$ cat src/alias_pin_params.svh
`ifndef ALIAS_PIN_PARAMS_SVH
`define ALIAS_PIN_PARAMS_SVH

// register offsets
`define OFS_ALIAS_6 8'h16
`define OFS_ALIAS_7 8'h17
`define OFS_SCRATCH_0 8'h18
`define OFS_SCRATCH_1 8'h19
`define OFS_PIN_CFG 8'h1A

// reset values
`define RST_ALIAS 8'h00
`define RST_SCRATCH_0 8'h00
`define RST_SCRATCH_1 8'h01
`define RST_PIN_CFG 8'h00

// field positions of the pin configuration register
`define PIN_GLB_LEVEL_BIT 7
`define PIN_GLB_DIR_BIT 5
`define PIN_GLB_EN_BIT 4
`define PIN9_LEVEL_BIT 3
`define PIN9_DIR_BIT 1
`define PIN9_EN_BIT 0

// writable mask of alias registers, bit 0 read-only
`define ALIAS_WR_MASK 8'hFE

// count of pins under global force only
`define PIN_COUNT 4

`endif

$ cat src/alias_pin_pkg.sv
package alias_pin_pkg;

  // local controller-bus register access
  typedef struct packed {
    logic wr;
    logic rd;
    logic [7:0] addr;
    logic [7:0] wdata;
  } reg_req_s;

  // pad decision for one pin
  typedef struct packed {
    logic drive_en;
    logic level;
    logic is_input;
  } pad_ctl_s;

  // pin modes decoded from {dir, en}
  typedef enum logic [3:0] {
    PMODE_FUNC  = 4'h1,
    PMODE_TRI   = 4'h2,
    PMODE_OUT   = 4'h4,
    PMODE_IN    = 4'h8
  } pin_mode_e;

  // address retarget request and answer
  typedef struct packed {
    logic valid;
    logic [6:0] addr;
  } bus_addr_s;

endpackage

$ cat src/pin_pad_ctl.sv
`timescale 1ns/1ps
`include "alias_pin_params.svh"
module pin_pad_ctl
  import alias_pin_pkg::*;
(
  // configuration
  input wire logic gp_dir_in,
  input wire logic gp_en_in,
  input wire logic gp_level_in,
  input wire logic remote_ctl_in,
  input wire logic remote_level_in,
  input wire logic glb_dir_in,
  input wire logic glb_en_in,
  input wire logic glb_level_in,
  input wire logic func_level_in,
  // pad decision
  output pad_ctl_s pad_out
);

  // mode decode of a {dir, en} pair
  function automatic pin_mode_e decode_mode(input logic dir, input logic en);
    unique case ({dir, en})
      2'b00: decode_mode = PMODE_FUNC;
      2'b10: decode_mode = PMODE_TRI;
      2'b01: decode_mode = PMODE_OUT;
      default: decode_mode = PMODE_IN;
    endcase
  endfunction

  pin_mode_e own_mode;
  pin_mode_e glb_mode;

  assign own_mode = decode_mode(gp_dir_in, gp_en_in);
  assign glb_mode = decode_mode(glb_dir_in, glb_en_in);

  // own settings override the global force when not functional
  always_comb begin
    pad_out = '0;
    if (remote_ctl_in && own_mode != PMODE_FUNC && own_mode != PMODE_TRI) begin
      pad_out.drive_en = 1'b1; // remote control owns the pin
      pad_out.level = remote_level_in;
    end else begin
      unique case (own_mode)
        PMODE_OUT: begin
          pad_out.drive_en = 1'b1;
          pad_out.level = gp_level_in;
        end
        PMODE_IN: pad_out.is_input = 1'b1;
        PMODE_TRI: pad_out.drive_en = 1'b0;
        PMODE_FUNC: begin
          unique case (glb_mode)
            PMODE_OUT: begin
              pad_out.drive_en = 1'b1;
              pad_out.level = glb_level_in;
            end
            PMODE_IN: pad_out.is_input = 1'b1;
            PMODE_TRI: pad_out.drive_en = 1'b0;
            PMODE_FUNC: begin
              pad_out.drive_en = 1'b1;
              pad_out.level = func_level_in;
            end
          endcase
        end
      endcase
    end
  end

endmodule

$ cat src/alias_mailbox_gpio_regs.sv
// Operation
// - each alias register keeps a 7-bit alias in bits 7..1 used to spot remote-target accesses.
// - a matching access is forwarded with its address replaced by the paired remote target address.
// - an alias of zero never matches, so nothing is forwarded through that entry.
// - bit 0 of each alias register is read-only and reads zero.
// - the global level drives every non-individually-enabled pin when global force output is set.
// - global {dir, en} selects 00 functional, 10 tri-state, 01 forced out, 11 forced in.
// - a pin's own dir/en settings other than 00 functional win over the global force settings.
// - pin 9's own level drives the pin only in its output mode without remote control.
// - pin 9 {dir, en} selects 00 functional, 10 tri-state, 01 output, 11 input.
// - bits 6 and 2 of the pin configuration register are reserved, writable, reset zero.
`timescale 1ns/1ps
`include "alias_pin_params.svh"
module alias_mailbox_gpio_regs
  import alias_pin_pkg::*;
(
  // clock and reset
  input wire logic clock_in,
  input wire logic nrst_in,
  // register access from the local controller-bus slave
  input reg_req_s reg_req_in,
  output logic [7:0] reg_rdata_out,
  // controller-bus address decoder
  input bus_addr_s probe_in,
  input wire logic [6:0] remote_target_6_in,
  input wire logic [6:0] remote_target_7_in,
  output bus_addr_s forward_out,
  // pin 9 pad, remote control and functional source
  input wire logic pin9_remote_ctl_in,
  input wire logic pin9_remote_level_in,
  input wire logic pin9_func_level_in,
  input wire logic pin9_pad_in,
  output logic pin9_pad_out,
  output logic pin9_pad_oe_n_out,
  output logic pin9_level_seen_out,
  // other pins under global force only
  input wire logic [`PIN_COUNT-1:0] pins_func_level_in,
  output logic [`PIN_COUNT-1:0] pins_pad_out,
  output logic [`PIN_COUNT-1:0] pins_pad_oe_n_out,
  // exposed configuration
  output logic [6:0] remote_alias_six_out,
  output logic [6:0] remote_alias_seven_out
);

  logic [7:0] alias6_reg, alias6_next;
  logic [7:0] alias7_reg, alias7_next;
  logic [7:0] scratch0_reg, scratch0_next;
  logic [7:0] scratch1_reg, scratch1_next;
  logic [7:0] pincfg_reg, pincfg_next;
  logic [7:0] rdata_reg, rdata_next;
  bus_addr_s fwd_reg, fwd_next;
  logic [2:0] pin9_sync_reg, pin9_sync_next;
  logic pin9_seen_reg, pin9_seen_next;

  logic [6:0] remote_alias_six;
  logic [6:0] remote_alias_seven;
  logic pin9_direction;
  logic pin9_function_select;
  logic pin9_drive_level;
  pad_ctl_s pin9_ctl;
  pad_ctl_s [`PIN_COUNT-1:0] pins_ctl;

  // field views
  assign remote_alias_six = alias6_reg[7:1];
  assign remote_alias_seven = alias7_reg[7:1];
  assign pin9_direction = pincfg_reg[`PIN9_DIR_BIT];
  assign pin9_function_select = pincfg_reg[`PIN9_EN_BIT];
  assign pin9_drive_level = pincfg_reg[`PIN9_LEVEL_BIT];

  // register write next state
  always_comb begin
    alias6_next = alias6_reg;
    alias7_next = alias7_reg;
    scratch0_next = scratch0_reg;
    scratch1_next = scratch1_reg;
    pincfg_next = pincfg_reg;
    if (reg_req_in.wr) begin
      unique case (reg_req_in.addr)
        `OFS_ALIAS_6: alias6_next = reg_req_in.wdata & `ALIAS_WR_MASK;
        `OFS_ALIAS_7: alias7_next = reg_req_in.wdata & `ALIAS_WR_MASK;
        `OFS_SCRATCH_0: scratch0_next = reg_req_in.wdata;
        `OFS_SCRATCH_1: scratch1_next = reg_req_in.wdata;
        `OFS_PIN_CFG: pincfg_next = reg_req_in.wdata;
        default: ;
      endcase
    end
  end

  // register storage
  always_ff @(posedge clock_in or negedge nrst_in) begin
    if (!nrst_in) begin
      alias6_reg <= `RST_ALIAS;
      alias7_reg <= `RST_ALIAS;
      scratch0_reg <= `RST_SCRATCH_0;
      scratch1_reg <= `RST_SCRATCH_1;
      pincfg_reg <= `RST_PIN_CFG;
    end else begin
      alias6_reg <= alias6_next;
      alias7_reg <= alias7_next;
      scratch0_reg <= scratch0_next;
      scratch1_reg <= scratch1_next;
      pincfg_reg <= pincfg_next;
    end
  end

  // read data, captured on the same edge that samples the read strobe
  always_comb begin
    rdata_next = rdata_reg;
    if (reg_req_in.rd) begin
      unique case (reg_req_in.addr)
        `OFS_ALIAS_6: rdata_next = {alias6_reg[7:1], 1'b0};
        `OFS_ALIAS_7: rdata_next = {alias7_reg[7:1], 1'b0};
        `OFS_SCRATCH_0: rdata_next = scratch0_reg;
        `OFS_SCRATCH_1: rdata_next = scratch1_reg;
        `OFS_PIN_CFG: rdata_next = pincfg_reg;
        default: rdata_next = 8'h00;
      endcase
    end
  end

  always_ff @(posedge clock_in or negedge nrst_in) begin
    if (!nrst_in) begin
      rdata_reg <= 8'h00;
    end else begin
      rdata_reg <= rdata_next;
    end
  end

  assign reg_rdata_out = rdata_reg;

  // alias match and address retarget
  always_comb begin
    fwd_next = '0;
    if (probe_in.valid) begin
      if (remote_alias_six != 7'h00 && probe_in.addr == remote_alias_six) begin
        fwd_next.valid = 1'b1;
        fwd_next.addr = remote_target_6_in;
      end else if (remote_alias_seven != 7'h00 && probe_in.addr == remote_alias_seven) begin
        fwd_next.valid = 1'b1;
        fwd_next.addr = remote_target_7_in;
      end
    end
  end

  always_ff @(posedge clock_in or negedge nrst_in) begin
    if (!nrst_in) begin
      fwd_reg <= '0;
    end else begin
      fwd_reg <= fwd_next;
    end
  end

  assign forward_out = fwd_reg;

  // pin 9 pad decision, own settings first
  pin_pad_ctl u_pin9 (
    .gp_dir_in(pin9_direction),
    .gp_en_in(pin9_function_select),
    .gp_level_in(pin9_drive_level),
    .remote_ctl_in(pin9_remote_ctl_in),
    .remote_level_in(pin9_remote_level_in),
    .glb_dir_in(pincfg_reg[`PIN_GLB_DIR_BIT]),
    .glb_en_in(pincfg_reg[`PIN_GLB_EN_BIT]),
    .glb_level_in(pincfg_reg[`PIN_GLB_LEVEL_BIT]),
    .func_level_in(pin9_func_level_in),
    .pad_out(pin9_ctl)
  );

  // other pins follow only the global force
  genvar gi;
  generate
    for (gi = 0; gi < `PIN_COUNT; gi = gi + 1) begin : g_pins
      pin_pad_ctl u_pin (
        .gp_dir_in(1'b0),
        .gp_en_in(1'b0),
        .gp_level_in(1'b0),
        .remote_ctl_in(1'b0),
        .remote_level_in(1'b0),
        .glb_dir_in(pincfg_reg[`PIN_GLB_DIR_BIT]),
        .glb_en_in(pincfg_reg[`PIN_GLB_EN_BIT]),
        .glb_level_in(pincfg_reg[`PIN_GLB_LEVEL_BIT]),
        .func_level_in(pins_func_level_in[gi]),
        .pad_out(pins_ctl[gi])
      );
      assign pins_pad_out[gi] = pins_ctl[gi].level;
      assign pins_pad_oe_n_out[gi] = ~pins_ctl[gi].drive_en;
    end
  endgenerate

  // pin 9 pad drive, enable active low
  assign pin9_pad_out = pin9_ctl.level;
  assign pin9_pad_oe_n_out = ~pin9_ctl.drive_en;

  // pin 9 input sampling, three flops, change taken when last two agree
  always_comb begin
    pin9_sync_next = {pin9_sync_reg[1:0], pin9_pad_in};
    pin9_seen_next = pin9_seen_reg;
    if (pin9_sync_reg[2] == pin9_sync_reg[1]) begin
      pin9_seen_next = pin9_sync_reg[2];
    end
  end

  always_ff @(posedge clock_in or negedge nrst_in) begin
    if (!nrst_in) begin
      pin9_sync_reg <= 3'h0;
      pin9_seen_reg <= 1'b0;
    end else begin
      pin9_sync_reg <= pin9_sync_next;
      pin9_seen_reg <= pin9_seen_next;
    end
  end

  assign pin9_level_seen_out = pin9_seen_reg;
  assign remote_alias_six_out = remote_alias_six;
  assign remote_alias_seven_out = remote_alias_seven;

endmodule

$ cat config.mk
export PLATFORM = sky130hd
export DESIGN_NAME = alias_mailbox_gpio_regs
export DESIGN_NICKNAME = d
export VERILOG_FILES = /design/src/alias_pin_pkg.sv /design/src/pin_pad_ctl.sv /design/src/alias_mailbox_gpio_regs.sv
export VERILOG_INCLUDE_DIRS = /design/src /design/src/src
export SDC_FILE = /design/constraint.sdc
export NUM_CORES = 1
export LEC_CHECK = 0
export ABC_AREA = 1
export BUFFER_PORTS_ARGS = -buffer_cell sky130_fd_sc_hd__buf_2
export CELL_PAD_IN_SITES_DETAIL_PLACEMENT = 0
export CELL_PAD_IN_SITES_GLOBAL_PLACEMENT = 2
export CORE_ASPECT_RATIO = 0.75
export CORE_MARGIN = 10
export CORE_UTILIZATION = 31
export DETAILED_ROUTE_END_ITERATION = 10
export PLACE_DENSITY = 0.92
export SYNTH_ARGS = -nofsm -noshare
export SYNTH_HDL_FRONTEND = slang
export SYNTH_SLANG_ARGS = --single-unit
$ cat constraint.sdc
create_clock -name clock_in -period 2.3 [get_ports clock_in]
set_input_delay 0.115 -clock clock_in [delete_from_list [all_inputs] [get_ports clock_in]]
set_output_delay 0.115 -clock clock_in [all_outputs]
set_load 0.02 [all_outputs]
==> results_dict.tcl <==
set metrics [dict create \
    finish.cell_count_without_fillers 660 \
    post_cts.resized_instances 0 \
    timing.hold.worst_path_depth 3 \
    fp.dieArea_um2 14620 \
    final.period_utilization_pct 79.16 \
    synthXorXnorAreaFrac_pct 0.8353 \
    drc 0 \
    ys_ff_latch 58 \
    hold_viol 0 \
    most_common_cell_after_layout_fill_and_taps_aside "sky130_fd_sc_hd__nand2_1" \
    chipWidth_um 136.3 \
    worst-path-max-fanout 10 \
    postCtsSetupBuffers 0 \
    top_layer "met4" \
    slew_at_the_pin_with_the_worst_max_slew_slack_ps 686.2 \
    synth.yosys.seq_area_share_pct 46.18 \
    wire_per_inst_um 15.03 \
    gr-total-overflow 0 \
    syn_inst 426 \
    synth_ff_type "sky130_fd_sc_hd__dfrtp_1" \
    die_height_um 107.2 \
    drt_first_pass_iters 4 \
    postSynth.asyncResetShare_pct 100.0 \
    worst-path-buf-inv 1 \
    met3RoutedLength_um 916 \
    cts_htree_levels 3 \
    floorplan.core_area_um2 9774 \
    grt.total_usage_pct 13.76 \
    worst_path_dominant_cell_family "simple AND/OR/NAND/NOR gates" \
    synth_nets 476 \
    commonest_non_fill_non_tap_cells_in_the_layout "sky130_fd_sc_hd__nand2_1 (141), sky130_fd_sc_hd__buf_2 (90), sky130_fd_sc_hd__dfrtp_1 (57)" \
    grt_start_max_net_pins 25 \
    timing.critical_path.slowest_stage_cell "sky130_fd_sc_hd__dfrtp_1" \
    core.rowCount 31 \
    final_antenna_net_count 0 \
    global_route_wire_length_before_repair_mm 15.88 \
    synth.mux.area_fraction_pct 0 \
    timing_max_transition_violations_final 0 \
    floorplan.initialDensity_pct 32.18 \
    drt-vias-per-instance 4.561 \
    antenna_diode_instance_count 0 \
    rsz0062_at_grt "false" \
    route.vias.total 3010 \
    clock_tree_from_tritoncts "done" \
    setup-tns-final_ps 0 \
    port-buffer-count 90 \
    power_density_nw_per_um2 736.7 \
    cts-root-buf "sky130_fd_sc_hd__clkbuf_16" \
    crit_required_ps 2550 \
    ys.warnings.count 0 \
    criticalPathCategory "reg2reg" \
    synth.cell_area_um2 3146 \
    worstSetupStartpointType "flip-flop" \
    final_critical_period_ps 1821 \
    worst-r2r-cell-count 9 \
    count_of_different_cell_masters_after_synthesis 28 \
    clk_transition_reported_paths_ps 50 \
    setup_viol 0 \
    clock_net_sink_count 58 \
    timing.slew.headroom_pct 54.01 \
    syn_area_per_cell_um2 7.384 \
    io_pins 91 \
    area_growth_syn_to_layout_pct 29.51 \
    simple_gate_share_of_the_synthesized_area_pct 33.17 \
    fin_nets 573 \
    drt-total-wl_mm 9.921 \
    cpPeakStageDelay_ps 380 \
    worst_skew_pair.late_latency_ps 320 \
    place_congestion 0.8229 \
    cts_hold_buffers 2 \
    skew_ps 5.170 \
    timing.critical_path.to_type "flip-flop" \
    crit_path_frequent_cell "sky130_fd_sc_hd__nand2_1" \
    drive_gt1_share_pct 25.76 \
    synth_edf_count 0 \
    synth_top_family_by_area "simple AND/OR/NAND/NOR gates" \
    peakVddDrop_v 0.0003664 \
    first_global_vias 3045 \
    clk_path_buf_depth 2 \
    cts_inserted_buffers 9 \
    timing.max_cap.violations 0 \
    crit_path_cell_count 9 \
    power.static_leakage_nw 2.225 \
    first_iter_violations 213 \
    crit_chain "inv_1, nand2_1, nand2_1, nand2_1, nor2_1, nand3_1, nand2_1, nand2_1, nor2_1" \
    timing.fmax_ghz 0.5492 \
    total_power_mw 3.001 \
    post_synth_fa_ha_maj_area_fraction_pct 0.3182 \
    status "finished clean" \
    route.met2.wl_mm 4.056 \
    place_inst 642 \
    grt_antenna_before_repair 0 \
    worst-endpoint-arrival_ps 2070 \
    detail_route.wirelength.met1_mm 4.842 \
    min_path_type "in2reg" \
    synth_compound_area_share_pct 9.785 \
    place.detailed.hpwl_mm 7.865 \
]
-- stage by stage --
step / utilization [%] / hold WS (ps) / cell area (um^2) / setup WS (ps)
final: 41.68 / 40.86 / 4074 / 479.2
after global routing: 41.68 / 50.26 / 4074 / 276.8
after CTS: 41.68 / 25.50 / 4074 / 475.3
after detailed placement: 38.01 / 129.6 / 3715 / 523.9
after global placement: 38.01 / 122.0 / 3715 / 535.3
after floorplan: - / -180.6 / 3146 / 848.8
-- where the power goes --
| group | total [mW] | internal [mW] | switching, mW |
|---|---|---|---|
| logic | 0.371 | 0.127 | 0.244 |
| registers | 1.13 | 1.08 | 0.0545 |
| clock network | 1.50 | 1.03 | 0.466 |
-- path summary, 6_finish.rpt --
path	slack [ps]	start	endpoint
max in group asynchronous	1290	nrst_in	forward_out[7]
hold reg to reg	340	pin9_sync_reg[0]	pin9_sync_reg[1]
setup / recovery	480	alias6_reg[1]	forward_out[5]
hold / removal	40	reg_req_in[6]	alias6_reg[6]
min in group asynchronous	320	nrst_in	pincfg_reg[3]
setup reg to reg	480	alias6_reg[1]	forward_out[5]
-- Yosys cell counts, types with 2 or more instances --
cell | number | area (um^2)
sky130_fd_sc_hd__a21oi_1 | 7 | 35.03
sky130_fd_sc_hd__buf_4 | 7 | 52.55
sky130_fd_sc_hd__buf_6 | 3 | 33.78
sky130_fd_sc_hd__clkbuf_1 | 2 | 7.510
sky130_fd_sc_hd__dfrtp_1 | 57 | 1426
sky130_fd_sc_hd__inv_1 | 55 | 206.5
sky130_fd_sc_hd__nand2_1 | 141 | 529.3
sky130_fd_sc_hd__nand2_2 | 5 | 31.28
sky130_fd_sc_hd__nand3_1 | 39 | 195.2
sky130_fd_sc_hd__nand4_1 | 6 | 37.54
sky130_fd_sc_hd__nor2_1 | 39 | 146.4
sky130_fd_sc_hd__nor2_2 | 2 | 12.51
sky130_fd_sc_hd__nor3_1 | 2 | 10.01
sky130_fd_sc_hd__nor3_2 | 2 | 20.02
sky130_fd_sc_hd__o21ai_0 | 21 | 105.1
sky130_fd_sc_hd__o21ai_1 | 17 | 85.08
sky130_fd_sc_hd__o21ai_2 | 8 | 70.07
sky130_fd_sc_hd__xnor2_1 | 3 | 26.28
-- worst reg2reg max path: cells and delay by family (launching register included) --
family / cells / cell delay (ps)
buffers and inverters: 1 / 130
flip-flops: 1 / 380
AND/OR/NAND/NOR: 8 / 1240
-- logic make-up after synthesis --
kind of cell | count (synthesis)
xor gates and xnor gates | 3
DFF | 58
adders and majority gates | 1
buffers and inverters | 68
AOI/OAI and AO/OA | 55
and+or+nand+nor | 241
-- layer usage --
metal | vias to the layer above | GRT usage (%)
li1 | 1540 | -
met1 | 1388 | 19.37
met2 | 73 | 19.39
met3 | 9 | 4.711
met4 | 0 | 3.869
met5 | - | 0
-- final cells by class --
type | count | area, um^2
Multi-Input combinational cell | 300 | 1388
Sequential cell | 58 | 1453
Tap cell | 132 | 165.2
Inverter | 55 | 206.4
Clock buffer | 12 | 266.5
Clock inverter | 4 | 72.57
Timing Repair Buffer | 99 | 523.0
Fill cell | 1081 | 5700
Note: power is estimated with default switching activity, not from simulation.
